## config.mk

```make
export PLATFORM = sky130hd
export DESIGN_NAME = itw_top
export DESIGN_NICKNAME = d
export VERILOG_FILES = /design/src/core/itw_pkg.sv /design/src/core/itw_stamp_set.sv /design/src/core/itw_top.sv /design/src/core/itw_wd_ctrl.sv
export VERILOG_INCLUDE_DIRS = /design/src /design/src/core
export SDC_FILE = /design/constraint.sdc
export NUM_CORES = 2
export LEC_CHECK = 0
export ABC_AREA = 0
export ABC_CLOCK_PERIOD_IN_PS = 44200
export BUFFER_PORTS_ARGS = -buffer_cell sky130_fd_sc_hd__buf_2
export CAP_MARGIN = 5
export CORE_ASPECT_RATIO = 0.7
export CORE_MARGIN = 5
export CORE_UTILIZATION = 58
export DETAILED_ROUTE_END_ITERATION = 7
export MAX_ROUTING_LAYER = met4
export PLACE_DENSITY = 0.89
export REMOVE_ABC_BUFFERS = 1
export SYNTH_ARGS = -nofsm -noshare
export SYNTH_HDL_FRONTEND = slang
export SYNTH_SLANG_ARGS = --single-unit
```

## constraint.sdc

```tcl
create_clock -name core_clk_i -period 44.2 [get_ports core_clk_i]
set_input_delay 0 -clock core_clk_i [delete_from_list [all_inputs] [get_ports core_clk_i]]
set_output_delay 0 -clock core_clk_i [all_outputs]
set_load 0.02 [all_outputs]
```

## src/core/itw_consts.svh

```systemverilog
// Purpose: Offsets, field positions, reset values and counts
// Assumes: Included by bare name
// Notes:   Definitions only
`ifndef ITW_CONSTS_SVH
`define ITW_CONSTS_SVH
// ==========================================
// Sizes
`define ITW_NUM_CTRL     4
`define ITW_NUM_CPU      4
`define ITW_NUM_SETS     5'h02
`define ITW_NUM_WD       5'h04
// ==========================================
// Word offsets inside one controller window
`define ITW_OFF_WDCTL    12'h01C
`define ITW_OFF_TS_BASE  12'h100
`define ITW_OFF_TS_END   12'h11C
`define ITW_OFF_BOOT     12'h200
`define ITW_OFF_BOOT_END 12'h20C
`define ITW_TS_CNT       2'h0
`define ITW_TS_CTL       2'h1
`define ITW_TS_AST       2'h2
`define ITW_TS_ACK       2'h3
// ==========================================
// Field positions
`define ITW_TSC_COUNT    31:27
`define ITW_TSC_AFLAG    26
`define ITW_TSC_KFLAG    25
`define ITW_TSC_KEEP     5
`define ITW_TSC_SEL      4:0
`define ITW_WDC_COUNT    31:27
`define ITW_WDC_SEL      19:16
`define ITW_WDC_EN       3:0
// ==========================================
// Reset values
`define ITW_BOOT_RST     32'hC0000000
`endif

```

## src/core/itw_pkg.sv

```systemverilog
// Purpose: Shared types of the stamp logic
// Assumes: Nothing beyond the constants header
// Notes:   Types only
package itw_pkg;
  // ==========================================
  // Acknowledge from one processor
  typedef struct packed {
    logic       valid;
    logic [4:0] line;
  } itw_ack_t;
endpackage

```

## src/core/itw_stamp_set.sv

```systemverilog
// Purpose: One interrupt timestamp set
// Assumes: Lines and acks are on core_clk_i
// Notes:   Flags are write-one-to-clear, set wins
`timescale 1ns/1ps
`include "itw_consts.svh"
module itw_stamp_set #(
  parameter logic [1:0] CTRL_ID = 2'h0
) (
  input  wire logic                       core_clk_i,
  input  wire logic                       reset_i,
  input  wire logic                       ctl_wr_i,
  input  wire logic [31:0]                wdata_i,
  input  wire logic [31:0]                irq_lines_i,
  input  wire logic [31:0]                count_i,
  input  wire itw_pkg::itw_ack_t [3:0]    ack_i,
  input  wire logic [3:0][1:0]            owner_i,
  output logic      [31:0]                ctl_rd_o,
  output logic      [31:0]                assert_rd_o,
  output logic      [31:0]                ack_rd_o,
  output logic                            active_o
);
  logic [4:0]  capture_line_select_q;
  logic        keep_first_capture_q;
  logic        assert_captured_flag_q;
  logic        ack_captured_flag_q;
  logic [31:0] assert_stamp_q;
  logic [31:0] ack_stamp_q;
  logic        assert_hit;
  logic        ack_hit;
  logic        take_assert;
  logic        take_ack;

  // ==========================================
  // Trigger detection
  assign active_o   = (capture_line_select_q != 5'h00);
  assign assert_hit = active_o && irq_lines_i[capture_line_select_q];
  always_comb begin
    ack_hit = 1'b0;
    for (int c = 0; c < `ITW_NUM_CPU; c++) begin
      if (ack_i[c].valid && owner_i[c] == CTRL_ID && ack_i[c].line == capture_line_select_q) begin
        ack_hit = active_o;
      end
    end
  end
  assign take_assert = assert_hit && !(keep_first_capture_q && assert_captured_flag_q);
  assign take_ack    = ack_hit && !(keep_first_capture_q && ack_captured_flag_q);

  // ==========================================
  // Control fields
  always_ff @(posedge core_clk_i or posedge reset_i) begin
    if (reset_i) begin
      capture_line_select_q <= 5'h00;
      keep_first_capture_q  <= 1'b0;
    end else if (ctl_wr_i) begin
      capture_line_select_q <= wdata_i[`ITW_TSC_SEL];
      keep_first_capture_q  <= wdata_i[`ITW_TSC_KEEP];
    end
  end

  // Assertion flag, set beats clear
  always_ff @(posedge core_clk_i or posedge reset_i) begin
    if (reset_i) begin
      assert_captured_flag_q <= 1'b0;
    end else if (take_assert) begin
      assert_captured_flag_q <= 1'b1;
    end else if (ctl_wr_i && wdata_i[`ITW_TSC_AFLAG]) begin
      assert_captured_flag_q <= 1'b0;
    end
  end

  // Acknowledge flag, ack beats refresh and clear
  always_ff @(posedge core_clk_i or posedge reset_i) begin
    if (reset_i) begin
      ack_captured_flag_q <= 1'b0;
    end else if (take_ack) begin
      ack_captured_flag_q <= 1'b1;
    end else if (take_assert && !keep_first_capture_q) begin
      ack_captured_flag_q <= 1'b0;
    end else if (ctl_wr_i && wdata_i[`ITW_TSC_KFLAG]) begin
      ack_captured_flag_q <= 1'b0;
    end
  end

  // Stamp registers
  always_ff @(posedge core_clk_i or posedge reset_i) begin
    if (reset_i) begin
      assert_stamp_q <= 32'h00000000;
      ack_stamp_q    <= 32'h00000000;
    end else begin
      if (take_assert) begin
        assert_stamp_q <= count_i;
      end
      if (take_ack) begin
        ack_stamp_q <= count_i;
      end
    end
  end

  // ==========================================
  // Readback
  always_comb begin
    ctl_rd_o                 = 32'h00000000;
    ctl_rd_o[`ITW_TSC_COUNT] = `ITW_NUM_SETS;
    ctl_rd_o[`ITW_TSC_AFLAG] = assert_captured_flag_q;
    ctl_rd_o[`ITW_TSC_KFLAG] = ack_captured_flag_q;
    ctl_rd_o[`ITW_TSC_KEEP]  = keep_first_capture_q;
    ctl_rd_o[`ITW_TSC_SEL]   = capture_line_select_q;
  end
  assign assert_rd_o = assert_stamp_q;
  assign ack_rd_o    = ack_stamp_q;
endmodule

```

## src/core/itw_top.sv

```systemverilog
// Purpose: Timestamp, watchdog and boot address extension of the
//          multiprocessor interrupt controller
// Assumes: APB slave on core_clk_i, 25 MHz; interrupt lines,
//          acknowledges and watchdog ticks come from logic on
//          the same clock
// Notes:   Four internal controllers at 4 KiB strides,
//          two stamp sets each, read data registered in setup
`timescale 1ns/1ps
`include "itw_consts.svh"

module itw_top (
  input  wire logic                       core_clk_i,
  input  wire logic                       reset_i,
  // APB slave
  input  wire logic                       apb_psel_i,
  input  wire logic                       apb_penable_i,
  input  wire logic                       apb_pwrite_i,
  input  wire logic [13:0]                apb_paddr_i,
  input  wire logic [31:0]                apb_pwdata_i,
  output logic      [31:0]                apb_prdata_o,
  // Interrupt bus and processors
  input  wire logic [31:0]                irq_lines_i,
  input  wire itw_pkg::itw_ack_t [3:0]    cpu_ack_i,
  input  wire logic [3:0][1:0]            cpu_owner_i,
  // Watchdog ticks from timer units
  input  wire logic [3:0]                 wd_tick_i,
  // Results
  output logic      [3:0][31:0]           wd_pend_set_o,
  output logic      [3:0][31:0]           boot_addr_o
);
  // ==========================================
  // Declarations
  logic [31:0]      stamp_count_q;
  logic [31:0]      prdata_q;
  logic [3:0][31:0] boot_addr_q;
  logic             wr_access;
  logic             rd_setup;
  logic [1:0]       ctrl_idx;
  logic [11:0]      reg_off;
  logic [3:0]       wd_wr;
  logic [3:0][31:0] wd_rd;
  logic [7:0]       ts_ctl_wr;
  logic [7:0][31:0] ts_ctl_rd;
  logic [7:0][31:0] ts_ast_rd;
  logic [7:0][31:0] ts_ack_rd;
  logic [7:0]       ts_active;
  logic [31:0]      rd_word;

  // ==========================================
  // Address helpers
  function automatic logic word_is(input logic [11:0] off, input logic [11:0] base);
    word_is = (off[11:2] == base[11:2]);
  endfunction

  function automatic logic in_range(input logic [11:0] off, input logic [11:0] lo,
                                    input logic [11:0] hi);
    in_range = (off[11:2] >= lo[11:2]) && (off[11:2] <= hi[11:2]);
  endfunction

  // Flat stamp set index from controller and set bit
  function automatic logic [2:0] set_idx(input logic [1:0] ctrl, input logic set_bit);
    set_idx = {ctrl, set_bit};
  endfunction

  // ==========================================
  // APB decode
  assign ctrl_idx  = apb_paddr_i[13:12];
  assign reg_off   = apb_paddr_i[11:0];
  assign wr_access = apb_psel_i && apb_penable_i && apb_pwrite_i;
  assign rd_setup  = apb_psel_i && !apb_penable_i && !apb_pwrite_i;

  // Watchdog register write strobes per controller
  always_comb begin
    wd_wr = 4'h0;
    if (wr_access && word_is(reg_off, `ITW_OFF_WDCTL)) begin
      wd_wr[ctrl_idx] = 1'b1;
    end
  end

  // Timestamp control write strobes
  always_comb begin
    ts_ctl_wr = 8'h00;
    if (wr_access && in_range(reg_off, `ITW_OFF_TS_BASE, `ITW_OFF_TS_END)
        && reg_off[3:2] == `ITW_TS_CTL) begin
      ts_ctl_wr[set_idx(ctrl_idx, reg_off[4])] = 1'b1;
    end
  end

  // ==========================================
  // Shared timestamp counter
  always_ff @(posedge core_clk_i or posedge reset_i) begin
    if (reset_i) begin
      stamp_count_q <= 32'h00000000;
    end else if (|ts_active) begin
      stamp_count_q <= stamp_count_q + 32'h00000001;
    end
  end

  // ==========================================
  // Stamp sets, two per controller
  for (genvar g = 0; g < 8; g++) begin : g_set
    itw_stamp_set #(
      .CTRL_ID(2'(g / 2))
    ) u_set (
      .core_clk_i (core_clk_i),
      .reset_i    (reset_i),
      .ctl_wr_i   (ts_ctl_wr[g]),
      .wdata_i    (apb_pwdata_i),
      .irq_lines_i(irq_lines_i),
      .count_i    (stamp_count_q),
      .ack_i      (cpu_ack_i),
      .owner_i    (cpu_owner_i),
      .ctl_rd_o   (ts_ctl_rd[g]),
      .assert_rd_o(ts_ast_rd[g]),
      .ack_rd_o   (ts_ack_rd[g]),
      .active_o   (ts_active[g])
    );
  end

  // ==========================================
  // Watchdog control, one per controller
  for (genvar w = 0; w < `ITW_NUM_CTRL; w++) begin : g_wd
    itw_wd_ctrl u_wd (
      .core_clk_i(core_clk_i),
      .reset_i   (reset_i),
      .wr_i      (wd_wr[w]),
      .wdata_i   (apb_pwdata_i),
      .wd_tick_i (wd_tick_i),
      .ctl_rd_o  (wd_rd[w]),
      .pend_set_o(wd_pend_set_o[w])
    );
  end

  // ==========================================
  // Boot start addresses, shared by all windows
  always_ff @(posedge core_clk_i or posedge reset_i) begin
    if (reset_i) begin
      for (int p = 0; p < `ITW_NUM_CPU; p++) begin
        boot_addr_q[p] <= `ITW_BOOT_RST;
      end
    end else if (wr_access && in_range(reg_off, `ITW_OFF_BOOT, `ITW_OFF_BOOT_END)) begin
      boot_addr_q[reg_off[3:2]] <= apb_pwdata_i;
    end
  end
  assign boot_addr_o = boot_addr_q;

  // ==========================================
  // Read multiplexer
  always_comb begin
    rd_word = 32'h00000000;
    if (word_is(reg_off, `ITW_OFF_WDCTL)) begin
      rd_word = wd_rd[ctrl_idx];
    end else if (in_range(reg_off, `ITW_OFF_TS_BASE, `ITW_OFF_TS_END)) begin
      unique case (reg_off[3:2])
        `ITW_TS_CNT: rd_word = stamp_count_q;
        `ITW_TS_CTL: rd_word = ts_ctl_rd[set_idx(ctrl_idx, reg_off[4])];
        `ITW_TS_AST: rd_word = ts_ast_rd[set_idx(ctrl_idx, reg_off[4])];
        `ITW_TS_ACK: rd_word = ts_ack_rd[set_idx(ctrl_idx, reg_off[4])];
      endcase
    end else if (in_range(reg_off, `ITW_OFF_BOOT, `ITW_OFF_BOOT_END)) begin
      rd_word = boot_addr_q[reg_off[3:2]];
    end
  end

  // Read data caught in setup phase
  always_ff @(posedge core_clk_i or posedge reset_i) begin
    if (reset_i) begin
      prdata_q <= 32'h00000000;
    end else if (rd_setup) begin
      prdata_q <= rd_word;
    end
  end
  assign apb_prdata_o = prdata_q;
endmodule

```

## src/core/itw_wd_ctrl.sv

```systemverilog
// Purpose: Watchdog control of one internal controller
// Assumes: Ticks are one-cycle pulses on core_clk_i
// Notes:   Pending set vector is a registered pulse
`timescale 1ns/1ps
`include "itw_consts.svh"
module itw_wd_ctrl (
  input  wire logic        core_clk_i,
  input  wire logic        reset_i,
  input  wire logic        wr_i,
  input  wire logic [31:0] wdata_i,
  input  wire logic [3:0]  wd_tick_i,
  output logic      [31:0] ctl_rd_o,
  output logic      [31:0] pend_set_o
);
  logic [3:0]  wd_pending_bit_select_q;
  logic [3:0]  wd_input_enables_q;
  logic [31:0] pend_set_q;
  logic        wd_hit;

  // ==========================================
  // Control register
  always_ff @(posedge core_clk_i or posedge reset_i) begin
    if (reset_i) begin
      wd_pending_bit_select_q <= 4'h0;
      wd_input_enables_q      <= 4'h0;
    end else if (wr_i) begin
      wd_pending_bit_select_q <= wdata_i[`ITW_WDC_SEL];
      wd_input_enables_q      <= wdata_i[`ITW_WDC_EN];
    end
  end

  // Only enabled inputs count
  assign wd_hit = |(wd_tick_i & wd_input_enables_q);

  // One-cycle pending set pulse
  always_ff @(posedge core_clk_i or posedge reset_i) begin
    if (reset_i) begin
      pend_set_q <= 32'h00000000;
    end else begin
      pend_set_q <= wd_hit ? (32'h00000001 << wd_pending_bit_select_q) : 32'h00000000;
    end
  end

  // Readback with input count
  always_comb begin
    ctl_rd_o                 = 32'h00000000;
    ctl_rd_o[`ITW_WDC_COUNT] = `ITW_NUM_WD;
    ctl_rd_o[`ITW_WDC_SEL]   = wd_pending_bit_select_q;
    ctl_rd_o[`ITW_WDC_EN]    = wd_input_enables_q;
  end
  assign pend_set_o = pend_set_q;
endmodule

```

==> reports/metrics.yaml <==
logic_synthesis:
  ys_top_cells_by_area: "dfrtp_1 (49%), mux2_2 (19%), mux4_2 (12%)"
  synthSimpleGateAreaFrac_pct: 5.57
  synth.area.mux_share_pct: 33.1
  synth.largest_area_cell: "dfrtp_1"
  synth_xor_xnor_area_share_pct: 3.84
  synth_top_cell_area_share_pct: 49.1
  ys_async_sr_fraction_pct: 100
  synthCells: 3176
  syn_area_sq_um: 43600
  synth_compound_area_share_pct: 3.69
  postSynthAreaPerCell_sq_um: 13.7
  synth_edf_count: 0
  synth_cell_type_count: 67
  synth_ff_type: "dfrtp_1"
  ys_warn_count: 0
  yosysSeqAreaShare_pct: 49.6
  ys_ff_latch: 864
  synth_top_family_by_area: "multiplexers"
  synth_adder_area_share_pct: 0.0287
cts:
  clk_latency_ns: 0.66
  clockBufferDepth: 3
  htreeDepth: 3
  cts_resized: 0
  cts_tree: "done"
  cts_made_buffers: 81
  path_clk_slew_ns: 0.07
  cts_hold_buf: 41
  clkSinkCount: 864
  cts_root_buffer: "clkbuf_16"
  cts_setup_buffers: 0
setup_path:
  path_class: "reg2reg"
  start_kind: "register"
  end_kind: "register"
  worstPathArrival_ns: 4.45
  r2r-end: "g_set[6].u_set.assert_rd_o[27]"
  reg2reg_from: "g_set[6].u_set.capture_line_select_q[0]"
  rrSetupSlack_ns: 40.28
  required_ns: 44.73
  crit_fanout: 33
  reg2reg_depth: 5
power:
  leakage_uw: 0.0234
  vdd_drop_max_uv: 32.7
  powerDensity_nw_per_um2: 33.7
drt:
  detail-route-antenna-nets: 0
  vias_per_cell: 6.68
  routed_wl_mm: 125
  dr_total_vias: 29600
  drtIter0Drc: 3206
  drc: 0
  routedWlPerCell_um: 28.2
  firstDrtPassIters: 6
finish:
  multi_input_area_sq_um: 20500
  final_nets: 3496
  n_fill_cell: 4958
  register_area_sq_um: 21600
  drive_gt1_share_pct: 44.5
  design_area_sq_um: 48600
  area_delta_synth_final_pct: 11.5
sta:
  fin_setup_tns_ns: 0
  finalHoldViolCount: 0
  relSlewSlack_pct: 15.7
  rsz0062_at_grt: "false"
  setup_ws_ns: 40.28
  max_freq_mhz: 255
  fin_skew_ns: 0.0349
  min_period_over_period_pct: 8.86
  period_minus_slack_ns: 3.92
  worst_pin_slew_ns: 1.26
  drv_slew: 0
  setup_viol: 0
grt:
  grt.overflow.total: 0
  grt_max_degree: 157
  first_global_vias: 30900
  grt_first_pass_wirelength_mm: 190
  antenna_found_initial: 3
  track_usage_pct: 31.8
floorplan:
  dieArea_sq_um: 80800
  core_sq_um: 74800
  rows: 84
  die_y_um: 239
  start_util_pct: 58.3
  num_io_pins: 407
  die_w_um: 338
status:
  status: "finished clean"
worst_hold_path:
  whs_endpoint: "apb_prdata_o[2]"
  min_from: "apb_paddr_i[2]"
  hold_depth: 3
  hold_path_class: "in2reg"
placed_design:
  gp_congestion: 0.947
  place_area_sq_um: 45500
  hpwl_mm: 74.0
  preCtsSetupSlack_ns: 40.41
  io_buffer_count: 340
job:
  drv_cap: 0
[cell usage in the layout, fill, tap and decap left out, types with 16 or more instances in the layout]
master / count
clkbuf_1: 17
xnor2_1: 76
mux2i_1: 102
or3_1: 17
o21ai_0: 35
nand2_1: 118
nor4_1: 31
nor2_1: 93
nand3_1: 27
dlygate4sd3_1: 41
dfrtp_1: 856
buf_2: 335
mux2_2: 717
mux4_2: 235
a21oi_1: 37
nand4_1: 19
conb_1: 64
xor2_1: 115
nor3_1: 45
a211oi_1: 16
a22o_1: 22
clkbuf_16: 83
buf_4: 41
o221ai_1: 23
[cell families (layout without fill, tap and decap cells)]
group,Yosys count,after routing
adders and majority gates,1,1
xor gates and xnor gates,191,191
other,1,67
buffers and inverters,382,576
muxes,1057,1057
DFF,864,864
AOI/OAI and AO/OA,223,223
and+or+nand+nor,457,457
[flip-flops by register name, indices dropped and copies added (netlist names)]
signal / flops
g_set.u_set.assert_rd_o: 256
stamp_count_q: 32
g_wd.u_wd.wd_input_enables_q: 16
g_wd.u_wd.pend_set_o: 64
g_set.u_set.keep_first_capture_q: 8
g_set.u_set.assert_captured_flag_q: 8
g_wd.u_wd.wd_pending_bit_select_q: 16
g_set.u_set.capture_line_select_q: 40
boot_addr_o: 128
g_set.u_set.ack_rd_o: 256
apb_prdata_o: 32
g_set.u_set.ack_captured_flag_q: 8
[cell type report]
| type | instances | area share (%) |
|---|---|---|
| timing repair buffer | 422 | 5.09 |
| multi-input combinational | 1993 | 42.1 |
| antenna | 3 | 0.0154 |
| clock inverter | 25 | 0.739 |
| clock buffer | 115 | 4.83 |
| inverter | 14 | 0.124 |
| tap | 989 | 2.55 |
| sequential | 864 | 44.5 |
[critical path, cell delays in order, from the launching register on]
cell and delay (ns):
dfrtp_1 1.01, mux4_2 0.62, a211o_1 0.30, o21ai_0 0.41, a21o_2 0.97, mux2_2 0.44
[report_power, final]
group	switching [uW]	internal [uW]	leakage, uW	total (uW)
sequential	5.96	799	0.0119	805
combinational	72.7	39.1	0.0102	112
clock	310	412	0.00133	723
total	389	1250	0.0234	1640
[per-layer routing]
metal / vias up / part of all wire, % / GRT usage (%)
met3: 493 / 11 / 8.57
met5: - / 0 / -
li1: 12000 / - / -
met2: 1864 / 46 / 47.6
met4: 0 / 4.9 / 13.5
met1: 15300 / 38 / 41.7
[cells in the mapped netlist, drive strengths merged (15+ instances only)]
cell type	instances
dfrtp	856
mux2	720
mux4	235
buf	210
clkbuf	158
nand2	124
xor2	115
mux2i	102
nor2	100
xnor2	76
nor3	46
a21oi	37
o21ai	37
nor4	36
nand3	30
o221ai	23
a22o	22
a211oi	19
nand4	19
or3	17
nand3b	15
[metrics by stage]
step,hold slack (ns),utilization (%),power [uW],instances
finish,0.0341,64.9,1640,4425
global route,0.0655,64.9,1690,4424
CTS,0.00135,64.9,1640,4422
detailed placement,0.261,60.8,926,4241
global placement,0.258,60.8,923,4241
floorplan,0.117,-,878,2871
[how the worst max path moves through the flow]
stage,from,endpoint,slack (ns),depth (start not counted)
3_3_place_gp,g_set[6].u_set.capture_line_select_q[0],g_set[6].u_set.assert_rd_o[29],40.49,5
2_1_floorplan,reset_i,apb_prdata_o[0],19.93,1
4_1_cts,g_set[6].u_set.capture_line_select_q[0],g_set[6].u_set.assert_rd_o[6],40.35,5
5_1_grt,reset_i,g_set[0].u_set.ack_captured_flag_q,40.12,6
6_report,g_set[6].u_set.capture_line_select_q[0],g_set[6].u_set.assert_rd_o[27],40.28,5
3_5_place_dp,g_set[6].u_set.capture_line_select_q[0],g_set[6].u_set.assert_rd_o[27],40.41,5
(Power assumes the default switching activity.)
